--- src/inc/bstp_pkg.sv ---
// Purpose: constants and types for the boundary-scan test port
// Assumes: test port clock is sampled by mclk (200 MHz)
// Notes: instruction register width and codes are plain defaults
package bstp_pkg;
    localparam int IR_WIDTH = 4;
    localparam logic [3:0] IR_RESET_VAL = 4'hF;
    localparam logic [3:0] IR_BYPASS = 4'hF;
    localparam logic [1:0] IR_CAPTURE_VAL = 2'h1;
    localparam logic [1:0] SYNC_RESET_VAL = 2'h0;
    localparam logic TDO_RESET_VAL = 1'b0;
    localparam logic FEATURE_SELECT_TAP = 1'b0;

    typedef enum logic [3:0] {
        BSTP_RESET, BSTP_IDLE,
        BSTP_SEL_DR, BSTP_CAP_DR, BSTP_SHIFT_DR, BSTP_EXIT1_DR, BSTP_PAUSE_DR, BSTP_EXIT2_DR, BSTP_UPD_DR,
        BSTP_SEL_IR, BSTP_CAP_IR, BSTP_SHIFT_IR, BSTP_EXIT1_IR, BSTP_PAUSE_IR, BSTP_EXIT2_IR, BSTP_UPD_IR
    } bstp_state_e;
endpackage

--- src/rtl/bstp_sync.sv ---
// Purpose: two-flop synchroniser for a pin into the mclk domain
// Assumes: d is asynchronous to mclk
// Notes: first stage is read only by the second
`timescale 1ns/1ps
module bstp_sync
#(
    parameter logic RESET_VAL = 1'b0
)
(
    input wire logic mclk,
    input wire logic rst,
    input wire logic d,
    output logic q
);
    logic meta_r;
    logic meta_nxt;
    logic q_r;
    logic q_nxt;

    always_comb
    begin
        meta_nxt = d;
        q_nxt = meta_r;
    end

    always_ff @(posedge mclk or posedge rst)
    begin
        if (rst)
        begin
            meta_r <= RESET_VAL;
            q_r <= RESET_VAL;
        end
        else
        begin
            meta_r <= meta_nxt;
            q_r <= q_nxt;
        end
    end

    assign q = q_r;
endmodule

--- src/rtl/bstp_port.sv ---
// Purpose: boundary-scan test access port with global pin tri-state
// Assumes: test clock edges found by sampling with mclk; pin period well above 4 mclk periods
// Notes: only bypass register implemented; all instructions select it
// Functional notes
// - Tri-state control high floats every output and I/O pin; low is normal.
// - Low test reset resets controller asynchronously, no clock edge needed.
// - Power-up reset pulse from outside leaves the port in bypass.
// - Mode select sampled on rising test clock steps the controller.
// - Instructions and data captured from data input on rising test clock.
// - Data output updated on falling test clock edges.
// - Port active only while framer feature select is 0, tied low here.
`timescale 1ns/1ps
module bstp_port
#(
    parameter int IR_W = bstp_pkg::IR_WIDTH,
    parameter int PIN_COUNT = 8
)
(
    input wire logic mclk,
    input wire logic rst,
    input wire logic test_port_clock,
    input wire logic test_port_mode_select,
    input wire logic test_port_data_in,
    input wire logic test_port_reset_n,
    input wire logic tristate_all,
    input wire logic [PIN_COUNT-1:0] func_out,
    input wire logic [PIN_COUNT-1:0] func_oe,
    output logic [PIN_COUNT-1:0] pin_out,
    output logic [PIN_COUNT-1:0] pin_oe,
    output logic test_port_data_out,
    output logic test_port_data_out_oe
);
    logic tck_s;
    logic tms_s;
    logic tdi_s;
    logic tri_s;
    logic tck_d_r;
    logic tck_d_nxt;
    logic rise;
    logic fall;
    logic tap_rst;
    logic framer_feature_select;
    bstp_pkg::bstp_state_e state_r;
    bstp_pkg::bstp_state_e state_nxt;
    logic [IR_W-1:0] ir_sh_r;
    logic [IR_W-1:0] ir_sh_nxt;
    logic [IR_W-1:0] ir_r;
    logic [IR_W-1:0] ir_nxt;
    logic byp_r;
    logic byp_nxt;
    logic tdo_r;
    logic tdo_nxt;
    logic tdo_en_r;
    logic tdo_en_nxt;

    // Test reset is not synchronised: it must act with no clock at all
    assign tap_rst = rst | ~test_port_reset_n;
    assign framer_feature_select = bstp_pkg::FEATURE_SELECT_TAP;

    bstp_sync #(.RESET_VAL(1'b0)) u_sync_tck (.mclk(mclk), .rst(rst), .d(test_port_clock), .q(tck_s));
    bstp_sync #(.RESET_VAL(1'b1)) u_sync_tms (.mclk(mclk), .rst(rst), .d(test_port_mode_select), .q(tms_s));
    bstp_sync #(.RESET_VAL(1'b1)) u_sync_tdi (.mclk(mclk), .rst(rst), .d(test_port_data_in), .q(tdi_s));
    bstp_sync #(.RESET_VAL(1'b0)) u_sync_tri (.mclk(mclk), .rst(rst), .d(tristate_all), .q(tri_s));

    always_comb
    begin
        tck_d_nxt = tck_s;
    end

    always_ff @(posedge mclk or posedge rst)
    begin
        if (rst)
            tck_d_r <= 1'b0;
        else
            tck_d_r <= tck_d_nxt;
    end

    // Mode select and data travel through equal-length synchronisers, so they stay aligned with the clock
    assign rise = tck_s & ~tck_d_r & ~framer_feature_select;
    assign fall = ~tck_s & tck_d_r & ~framer_feature_select;

    always_comb
    begin
        state_nxt = state_r;
        if (rise)
        begin
            case (state_r)
                bstp_pkg::BSTP_RESET: state_nxt = tms_s ? bstp_pkg::BSTP_RESET : bstp_pkg::BSTP_IDLE;
                bstp_pkg::BSTP_IDLE: state_nxt = tms_s ? bstp_pkg::BSTP_SEL_DR : bstp_pkg::BSTP_IDLE;
                bstp_pkg::BSTP_SEL_DR: state_nxt = tms_s ? bstp_pkg::BSTP_SEL_IR : bstp_pkg::BSTP_CAP_DR;
                bstp_pkg::BSTP_CAP_DR: state_nxt = tms_s ? bstp_pkg::BSTP_EXIT1_DR : bstp_pkg::BSTP_SHIFT_DR;
                bstp_pkg::BSTP_SHIFT_DR: state_nxt = tms_s ? bstp_pkg::BSTP_EXIT1_DR : bstp_pkg::BSTP_SHIFT_DR;
                bstp_pkg::BSTP_EXIT1_DR: state_nxt = tms_s ? bstp_pkg::BSTP_UPD_DR : bstp_pkg::BSTP_PAUSE_DR;
                bstp_pkg::BSTP_PAUSE_DR: state_nxt = tms_s ? bstp_pkg::BSTP_EXIT2_DR : bstp_pkg::BSTP_PAUSE_DR;
                bstp_pkg::BSTP_EXIT2_DR: state_nxt = tms_s ? bstp_pkg::BSTP_UPD_DR : bstp_pkg::BSTP_SHIFT_DR;
                bstp_pkg::BSTP_UPD_DR: state_nxt = tms_s ? bstp_pkg::BSTP_SEL_DR : bstp_pkg::BSTP_IDLE;
                bstp_pkg::BSTP_SEL_IR: state_nxt = tms_s ? bstp_pkg::BSTP_RESET : bstp_pkg::BSTP_CAP_IR;
                bstp_pkg::BSTP_CAP_IR: state_nxt = tms_s ? bstp_pkg::BSTP_EXIT1_IR : bstp_pkg::BSTP_SHIFT_IR;
                bstp_pkg::BSTP_SHIFT_IR: state_nxt = tms_s ? bstp_pkg::BSTP_EXIT1_IR : bstp_pkg::BSTP_SHIFT_IR;
                bstp_pkg::BSTP_EXIT1_IR: state_nxt = tms_s ? bstp_pkg::BSTP_UPD_IR : bstp_pkg::BSTP_PAUSE_IR;
                bstp_pkg::BSTP_PAUSE_IR: state_nxt = tms_s ? bstp_pkg::BSTP_EXIT2_IR : bstp_pkg::BSTP_PAUSE_IR;
                bstp_pkg::BSTP_EXIT2_IR: state_nxt = tms_s ? bstp_pkg::BSTP_UPD_IR : bstp_pkg::BSTP_SHIFT_IR;
                bstp_pkg::BSTP_UPD_IR: state_nxt = tms_s ? bstp_pkg::BSTP_SEL_DR : bstp_pkg::BSTP_IDLE;
                default: state_nxt = bstp_pkg::BSTP_RESET;
            endcase
        end
    end

    always_comb
    begin
        ir_sh_nxt = ir_sh_r;
        ir_nxt = ir_r;
        byp_nxt = byp_r;
        if (rise)
        begin
            case (state_r)
                bstp_pkg::BSTP_RESET: ir_nxt = IR_W'(bstp_pkg::IR_BYPASS);
                bstp_pkg::BSTP_CAP_IR: ir_sh_nxt = IR_W'(bstp_pkg::IR_CAPTURE_VAL);
                bstp_pkg::BSTP_SHIFT_IR: ir_sh_nxt = {tdi_s, ir_sh_r[IR_W-1:1]};
                bstp_pkg::BSTP_UPD_IR: ir_nxt = ir_sh_r;
                bstp_pkg::BSTP_CAP_DR: byp_nxt = 1'b0;
                // Every code selects bypass since no other data register exists
                bstp_pkg::BSTP_SHIFT_DR: byp_nxt = tdi_s;
                default: ir_nxt = ir_r;
            endcase
        end
    end

    always_comb
    begin
        tdo_nxt = tdo_r;
        tdo_en_nxt = tdo_en_r;
        if (fall)
        begin
            tdo_en_nxt = (state_r == bstp_pkg::BSTP_SHIFT_DR) || (state_r == bstp_pkg::BSTP_SHIFT_IR);
            if (state_r == bstp_pkg::BSTP_SHIFT_IR)
                tdo_nxt = ir_sh_r[0];
            else if (state_r == bstp_pkg::BSTP_SHIFT_DR)
                tdo_nxt = byp_r;
        end
    end

    always_ff @(posedge mclk or posedge tap_rst)
    begin
        if (tap_rst)
        begin
            state_r <= bstp_pkg::BSTP_RESET;
            ir_sh_r <= IR_W'(bstp_pkg::IR_RESET_VAL);
            ir_r <= IR_W'(bstp_pkg::IR_BYPASS);
            byp_r <= 1'b0;
            tdo_r <= bstp_pkg::TDO_RESET_VAL;
            tdo_en_r <= 1'b0;
        end
        else
        begin
            state_r <= state_nxt;
            ir_sh_r <= ir_sh_nxt;
            ir_r <= ir_nxt;
            byp_r <= byp_nxt;
            tdo_r <= tdo_nxt;
            tdo_en_r <= tdo_en_nxt;
        end
    end

    // Global float overrides every enable, the test data output included
    assign pin_out = func_out;
    assign pin_oe = tri_s ? '0 : func_oe;
    assign test_port_data_out = tdo_r;
    assign test_port_data_out_oe = tdo_en_r & ~tri_s;
endmodule

--- config.mk ---
export PLATFORM = sky130hd
export DESIGN_NAME = bstp_port
export DESIGN_NICKNAME = d
export VERILOG_FILES = /design/src/inc/bstp_pkg.sv /design/src/rtl/bstp_sync.sv /design/src/rtl/bstp_port.sv
export SDC_FILE = /design/constraint.sdc
export NUM_CORES = 1
export LEC_CHECK = 0
export BUFFER_PORTS_ARGS = -buffer_cell sky130_fd_sc_hd__buf_2
export CORE_ASPECT_RATIO = 0.8
export CORE_UTILIZATION = 23
export CTS_CLUSTER_SIZE = 10
export DETAILED_ROUTE_END_ITERATION = 8
export PLACE_DENSITY = 0.39
export SLEW_MARGIN = 40
export SYNTH_ARGS = -nofsm -noshare
export SYNTH_HDL_FRONTEND = slang
export SYNTH_SLANG_ARGS = --single-unit
--- constraint.sdc ---
create_clock -name mclk -period 1.76 [get_ports mclk]
set_input_delay 0 -clock mclk [delete_from_list [all_inputs] [get_ports mclk]]
set_output_delay 0 -clock mclk [all_outputs]
set_load 0.02 [all_outputs]
==> impl_summary.log, run 1 <==
INFO  metric via_count = approximately 830
INFO  metric largest_registers = ir_sh_r: 4 flops, state_r: 4 flops
INFO  metric worst-slew-pin-transition = roughly 0.36 ns
INFO  metric holdWs = roughly 0.0000078 ns
INFO  metric antenna_left = 0
INFO  metric number_of_enable_type_register_cells_in_the_synthesized_netlist = 0
INFO  metric tritoncts_clock_tree = built
INFO  metric cts_resized = 0
INFO  metric status = finished, final reports clean
INFO  metric first_global_vias = between 700 and 800
INFO  metric cts-htree-levels = 1
INFO  metric die-area = 5040 µm²
INFO  metric globalRouteTotalUtil = about a tenth
INFO  metric synth.lib_cells_used.distinct = 38
INFO  metric synthArstFlopShare = between 90% and 100%
INFO  metric finalCriticalPeriod = about 1.4 ns
INFO  metric die_h = between 60 and 70 µm
INFO  metric layoutNonFillerInstCount = just under 200
INFO  metric numCtsBuffers = 3
INFO  metric end_kind = register
INFO  metric timing_max_transition_violations_final = 0
INFO  metric synthDominantCellAreaShare = around 27%
INFO  metric grt_start_max_net_pins = 14
INFO  metric timing.critical_path.cells = buf_4 > inv_1 > and3_1 > o21ai_2 > mux2_4
INFO  metric min_path_type = in -> out
INFO  metric num_rows = 22
INFO  metric gp_congestion = approximately 0.84
INFO  metric drt-total-wl = around 2.3 mm
INFO  metric place_inst = about 190
INFO  metric worst-setup-path-type = reg -> reg
INFO  metric dp_hpwl = between 1.5 and 2 mm
INFO  metric yosys_warnings = 0
INFO  metric core = roughly 4600 µm²
INFO  metric overflow_left_after_global_routing = 0
INFO  metric wl_per_cell = around 12 µm
INFO  metric via_per_inst = approximately 4.2
INFO  metric timing.critical_path.slowest_stage_cell = dfrtp_1
INFO  metric yosysTopAreaCell = dfrtp_1
INFO  metric pin_count = 41
INFO  metric nets = 160
INFO  metric finClkSkew = ~0.0013 ns
INFO  metric final_core_utilization = approximately 30%
INFO  metric floorplan.initialDensity = approximately a quarter
INFO  metric rsz0062_at_grt = false
INFO  metric clock_sink_count = 20
INFO  metric clkSlewWorstSetupHoldPaths = roughly 0.07 ns
INFO  metric worst_setup_path_start_kind = register
INFO  metric post-route-period-util = 81.7%
INFO  metric detail_route.drc_violations = 0
INFO  metric layout-drive-gt1-share = 40.4%
INFO  metric critical_path.max_fanout = 10
INFO  metric clk_root_buffer_cell = clkbuf_8
INFO  metric mappedNetlistArea = between 1000 and 1500 µm²
INFO  metric finalSetupViolations = 0
INFO  metric synth_nets = 132
INFO  metric ys_seq_area_share = between 40% and 50%
INFO  metric hold_viol = 0
INFO  metric ys_ff_latch = 20
INFO  metric worst_ir_drop_vdd = 0.000392 V
INFO  metric clk_buf_depth = 2
INFO  metric synthesis.area_per_instance = 10.0 µm²
INFO  metric netlist_top_cells_area = dfrtp_1 (27%), dfstp_2 (19%), buf_4 (7.6%)
INFO  metric power.density_cell_area = 1180 nW/µm²
INFO  metric clock.fmax = roughly 700 MHz
INFO  metric drtIter0Drc = 70
INFO  metric slew_limit_headroom = around 76%
INFO  metric arrival = 1.58 ns
INFO  metric critPathMaxStageDelay = 0.42 ns
INFO  metric grt_first_pass_wirelength = roughly 3.7 mm
INFO  metric grt_antenna_before_repair = 0
INFO  metric required_time_of_the_worst_setup_path = 1.90 ns
INFO  metric layout-area-overhead-vs-synth = 23.9%
INFO  metric num_antenna_cells = 0
INFO  metric first_pass_iters = 4
INFO  metric p_leak = between 0.5 and 0.6 nW
INFO  metric setup_tns_final = 0 ns
INFO  metric insertion_delay = 0.25 ns
INFO  metric floorplan.die.width = around 79 µm
INFO  metric synthCells = between 100 and 150
INFO  metric max-cap-violations = 0
INFO  metric yosys_most_used_dff = dfrtp_1
INFO  metric io_buffer_count = 24
-- layout make-up --
type / count / area (µm²)
clock buffer: 4 / 55.1
inverter: 7 / 26.3
tap: 60 / 75.1
fill: 496 / 3210
timing repair buffer: 38 / 240
sequential: 20 / 510
multi-input combinational: 67 / 448
-- logic make-up (layout without fill, tap and decap cells) --
group           after synthesis  in the layout  share of synthesized area [%]
simple gates                 35             35                           19.5
compound gates               29             29                           17.9
buf+inv                      22             49                           12.4
flops                        20             20                           46.7
mux                           3              3                           3.66
-- worst max-delay path: cells and delay by family (launching register included) --
kind	cells	cell delay, ns
flip-flops	1	0.42
AO/OA/AOI/OAI	1	0.15
multiplexers	1	0.31
AND/OR/NAND/NOR	1	0.19
buffers and inverters	2	0.26
-- cells in the final DEF (no fill, tap or decap), drive strengths merged, types with 2 or more instances in the layout --
cell type    count
a21oi           10
buf             32
clkbuf           4
dfrtp           12
dfstp            8
dlygate4sd3      6
inv              7
mux2             2
nand2            5
nand2b           3
nand3            4
nor2             6
nor2b           11
o211ai           3
o21ai            6
o221ai           2
-- routing by layer --
metal  vias up  wire (µm)  global-route usage (%)
met2        16        976                    13.0
met1       381       1160                    13.3
li1        423          -                       -
met4         0         23                    3.41
met5         -          0                       0
met3         6         99                    3.62
-- worst paths after layout --
path | slack (ns) | to | startpoint | cells after the start
worst max-delay path | 0.32 | test_port_data_out | state_r[3] | 5
worst min register to register | 0.35 | u_sync_tri.q | u_sync_tri.meta_r | 0
worst max register to register | 0.32 | test_port_data_out | state_r[3] | 5
worst min-delay path | 0.000008 | pin_out[3] | func_out[3] | 0
min in group asynchronous | 0.24 | u_sync_tck.meta_r | rst | 3
max in group asynchronous | 1.18 | ir_sh_r[3] | rst | 4
-- report_power, final --
| part | leakage, nW | internal (mW) | switching, mW | total (mW) |
|---|---|---|---|---|
| Combinational | 0.327 | 0.285 | 0.336 | 0.621 |
| Clock | 0.0288 | 0.199 | 0.143 | 0.342 |
| Sequential | 0.234 | 0.560 | 0.0796 | 0.639 |
-- Yosys cell counts, types with 3 or more instances --
| master | number |
|---|---|
| o21ai_0 | 3 |
| a21oi_1 | 10 |
| dfrtp_1 | 12 |
| nor2b_1 | 11 |
| nor2_1 | 5 |
| nand3_1 | 4 |
| buf_2 | 3 |
| dfstp_2 | 8 |
| nand2_1 | 3 |
| buf_4 | 11 |
| o211ai_1 | 3 |
| inv_1 | 6 |
-- what timing repair did --
| action | 4_1_cts | 5_1_grt |
|---|---|---|
| endpoints found under the setup margin | 0 | 0 |
| hold endpoints to repair | 20 | 0 |
| hold buffers | 6 | 0 |
| buffers inserted | 0 | 0 |
-- per-stage QoR --
step | setup WS (ns) | total power [mW] | area, µm²
6_report | 0.322 | 1.60 | 1360
5_1_grt | 0.250 | 1.70 | 1360
4_1_cts | 0.313 | 1.62 | 1360
3_5_place_dp | 0.322 | 1.25 | 1240
3_3_place_gp | 0.366 | 1.26 | 1240
2_1_floorplan | 0.410 | 1.13 | 1090
(Power assumes the default switching activity.)
==> inputs of run 2 (changes only) <==
--- a/config.mk
+++ b/config.mk
@@ -5,6 +5,7 @@
 export SDC_FILE = /design/constraint.sdc
 export NUM_CORES = 1
 export LEC_CHECK = 0
+export ABC_AREA = 1
 export BUFFER_PORTS_ARGS = -buffer_cell sky130_fd_sc_hd__buf_2
 export CORE_ASPECT_RATIO = 0.8
 export CORE_UTILIZATION = 23
==> constraint.sdc (replaced) <==
create_clock -name mclk -period 1.4 [get_ports mclk]
set_input_delay 0 -clock mclk [delete_from_list [all_inputs] [get_ports mclk]]
set_output_delay 0 -clock mclk [all_outputs]
set_load 0.02 [all_outputs]
==> impl_summary.log, run 2 <==
INFO  metric required_time_of_the_worst_setup_path = 1.54 ns (-0.36 ns)
INFO  metric via_count = 994 (+20%)
INFO  metric cts-htree-levels = 1 (unchanged)
INFO  metric antenna_left = 0 (unchanged)
INFO  metric grt_busiest_layer = met2
INFO  metric ys_seq_area_share = 44.5% (-2.1 points)
INFO  metric overflow_left_after_global_routing = 0 (unchanged)
INFO  metric post-route-period-util = 93.8% (+12 points)
INFO  metric clock.fmax = 762 MHz (+9.5%)
INFO  metric hold_depth = 0 (unchanged)
INFO  metric worstReg2RegStart = state_r[2]
INFO  metric yosysTopAreaCell = dfrtp_1
INFO  metric detail_route.drc_violations = 0 (unchanged)
INFO  metric post_dp_cell_area = 1280 µm² (+3.3%)
INFO  metric power.density_cell_area = 1600 nW/µm² (+35%)
INFO  metric synth_commonest_cells = nand2_1 (38), nor2_1 (23), inv_1 (16), dfrtp_1 (12), buf_4 (9)
INFO  metric timing_max_transition_violations_final = 0 (unchanged)
INFO  metric use_met3 = 3.89% (+0.27 points)
INFO  metric drtIter0Drc = 45 (-36%)
INFO  metric floorplan.initialDensity = 24.5% (+0.56 points)
INFO  metric end_kind = register
INFO  metric cpMostUsedCell = nand2_1
INFO  metric nets = 201 (+26%)
INFO  metric yosys_most_used_dff = dfrtp_1
INFO  metric synthArstFlopShare = 100% (unchanged)
INFO  metric core = 4680 µm² (+2.4%)
INFO  metric total_power_of_the_final_layout = 2.26 mW (+41%)
INFO  metric layout_commonest_cell = nand2_1
INFO  metric ys_ff_latch = 20 (unchanged)
INFO  metric worst-path-buf-inv = 1 (-1)
INFO  metric finClkSkew = 0.00474 ns (+0.00340 ns)
INFO  metric yosys_warnings = 0 (unchanged)
INFO  metric max-cap-violations = 0 (unchanged)
INFO  metric synthCells = 151 (+39%)
INFO  metric holdWs = 0.00000886 ns (+0.00000108 ns)
INFO  metric mappedNetlistArea = 1150 µm² (+4.8%)
INFO  metric status = finished, final reports clean
INFO  metric num_rows = 22 (unchanged)
INFO  metric finalCriticalPeriod = 1.31 ns (-0.125 ns)
INFO  metric grt.met2_usage = 15.3% (+2.3 points)
INFO  metric slew_limit_headroom = 78.3% (+2.4 points)
INFO  metric worst-slew-pin-transition = 0.325 ns (-0.0365 ns)
INFO  metric floorplan.die.width = 80.9 µm (+2.3%)
INFO  metric tritoncts_clock_tree = built
INFO  metric layout-area-overhead-vs-synth = 23.7%
INFO  metric critPathMaxStageDelay = 0.49 ns (+0.07 ns)
INFO  metric critical_path.max_fanout = 7 (-3)
INFO  metric place_inst = 227 (+22%)
INFO  metric rsz0062_at_grt = false
INFO  metric clkSlewWorstSetupHoldPaths = 0.07 ns (about the same)
INFO  metric timing.critical_path.cells = nand2_2 > clkinv_1 > nand2_1 > o21ai_0 > nor2_1 > nand2_1 > nand2_1 > nand3_1
INFO  metric gp_congestion = 0.901 (+7.3%)
INFO  metric reg2reg_slack = 0.09 ns (-0.23 ns)
INFO  metric worst-setup-path-type = reg -> reg
INFO  metric p_leak = 0.741 nW (+26%)
INFO  metric drt-total-wl = 2.49 mm (+10%)
INFO  metric synthDominantCellAreaShare = 26.2% (-1.3 points)
INFO  metric worst_setup_path_start_kind = register
INFO  metric worst_r2r_endpoint = state_r[0]
INFO  metric timing.critical_path.slowest_stage_cell = dfrtp_1
INFO  metric cp_top_family = simple AND/OR/NAND/NOR gates
INFO  metric min_path_type = in -> out
INFO  metric insertion_delay = 0.26 ns (about the same)
INFO  metric synth_nets = 174 (+32%)
INFO  metric pin_count = 41 (unchanged)
INFO  metric netlist_top_cells_area = dfrtp_1 (26%), dfstp_2 (18%), nand2_1 (12%)
INFO  metric finalSetupViolations = 0 (unchanged)
INFO  metric synthesis.area_per_instance = 7.59 µm² (-24%)
INFO  metric leading_cell_types_in_the_layout_fill_and_taps_excluded = nand2_1 (38), buf_2 (24), nor2_1 (22), inv_1 (16), dfrtp_1 (10)
INFO  metric die-area = 5270 µm² (+4.7%)
INFO  metric hold_viol = 0 (unchanged)
INFO  metric first_pass_iters = 5 (+1)
INFO  metric setup_tns_final = 0 ns (unchanged)
INFO  metric dp_hpwl = 1.96 mm (+19%)
INFO  metric nFillCells = 500 (+0.81%)
INFO  metric stdcell_area = 1420 µm² (+4.6%)
INFO  metric grt_start_max_net_pins = 13 (-1)
INFO  metric numCtsBuffers = 3 (unchanged)
INFO  metric grt_first_pass_wirelength = 4.33 mm (+18%)
INFO  metric largest_registers = ir_sh_r: 4 flops, state_r: 4 flops
INFO  metric gr-usage-met1 = 15.1% (+1.8 points)
INFO  metric via_per_inst = 4.19 (-0.48%)
INFO  metric layoutNonFillerInstCount = 237 (+21%)
INFO  metric worst_ir_drop_vdd = 0.000697 V (+78%)
INFO  metric die_h = 65.1 µm (+2.3%)
INFO  metric reg2regPathDepth = 8 (+3)
INFO  metric holdCritStartpoint = func_out[4]
INFO  metric layout.area.seq = 513 µm² (+0.49%)
INFO  metric post-cts-setup-buffers = 0 (unchanged)
INFO  metric first_global_vias = 1003 (+29%)
INFO  metric post-place-ws = 0.0765 ns (-0.246 ns)
INFO  metric num_antenna_cells = 0 (unchanged)
INFO  metric clock_sink_count = 20 (unchanged)
INFO  metric arrival = 1.45 ns (-0.13 ns)
INFO  metric synth.most_common_cell = nand2_1
INFO  metric multiInputGateArea = 470 µm² (+5.0%)
INFO  metric number_of_enable_type_register_cells_in_the_synthesized_netlist = 0 (unchanged)
INFO  metric synth.lib_cells_used.distinct = 26 (-32%)
INFO  metric hold_end = pin_out[4]
INFO  metric layout-drive-gt1-share = 32.8% (-7.7 points)
INFO  metric io_buffer_count = 24 (unchanged)
INFO  metric wl_per_cell = 10.5 µm (-9.0%)
INFO  metric clk_root_buffer_cell = clkbuf_8
INFO  metric grt_antenna_before_repair = 0 (unchanged)
INFO  metric globalRouteTotalUtil = 10.9% (+1.4 points)
INFO  metric setup_ws = 0.0872 ns (-0.235 ns)
INFO  metric clk_buf_depth = 2 (unchanged)
INFO  metric final_core_utilization = 30.3% (+0.64 points)
-- run 2: cell types whose count changed after synthesis, sizes merged, moves of 2 or more --
cell,before,now
nor2,6,27
o211ai,3,1
nand2,5,43
o221ai,2,0
a21oi,10,8
inv,7,21
nand3b,0,2
nand4,0,2
o21ai,6,8
nor2b,11,0
buf,15,10
nand2b,3,0
mux2,2,0
-- run 2: final cells by class --
type / count / area share (%)
clock inverter: 1 / 2.12
tap: 60 / 5.30
timing repair buffer: 33 / 14.3
multi-input combinational: 98 / 33.2
clock buffer: 3 / 2.91
sequential: 20 / 36.2
inverter: 22 / 6.00
-- run 2: kinds of logic after synthesis --
group	Yosys count	synth area share [%]
and+or+nand+nor	79	31.7
buffers and inverters	33	14.6
DFF	20	44.5
AOI/OAI and AO/OA	19	9.17
-- run 2: how the worst max path moves through the flow --
stage	startpoint	cells past startpoint	to	slack, ns
detailed placement	state_r[0]	7	state_r[3]	0.08
global placement	state_r[0]	9	state_r[1]	0.02
floorplan	state_r[0]	6	test_port_data_out	0.25
global route	state_r[0]	8	state_r[1]	0.005
CTS	state_r[0]	6	test_port_data_out	0.06
finish	state_r[2]	8	state_r[0]	0.09
-- run 2: what timing repair did --
item	CTS	global route
gates resized for setup	0	3
hold buffers	6	0
endpoints found under the hold margin	24	0
endpoints found under the setup margin	0	4
-- run 2: metal layers --
metal / part of all wire [%] / vias up / wire length, µm
met4: 2.3 / 0 / 58
li1: - / 512 / -
met1: 51 / 432 / 1270
met2: 42 / 36 / 1040
met5: 0 / - / 0
met3: 4.7 / 14 / 116
-- run 2: power by group --
| group | leakage, nW | internal, mW | total [mW] | switching, mW |
|---|---|---|---|---|
| logic | 0.473 | 0.284 | 0.772 | 0.488 |
| clock network | 0.0357 | 0.382 | 0.580 | 0.198 |
| registers | 0.232 | 0.753 | 0.912 | 0.159 |
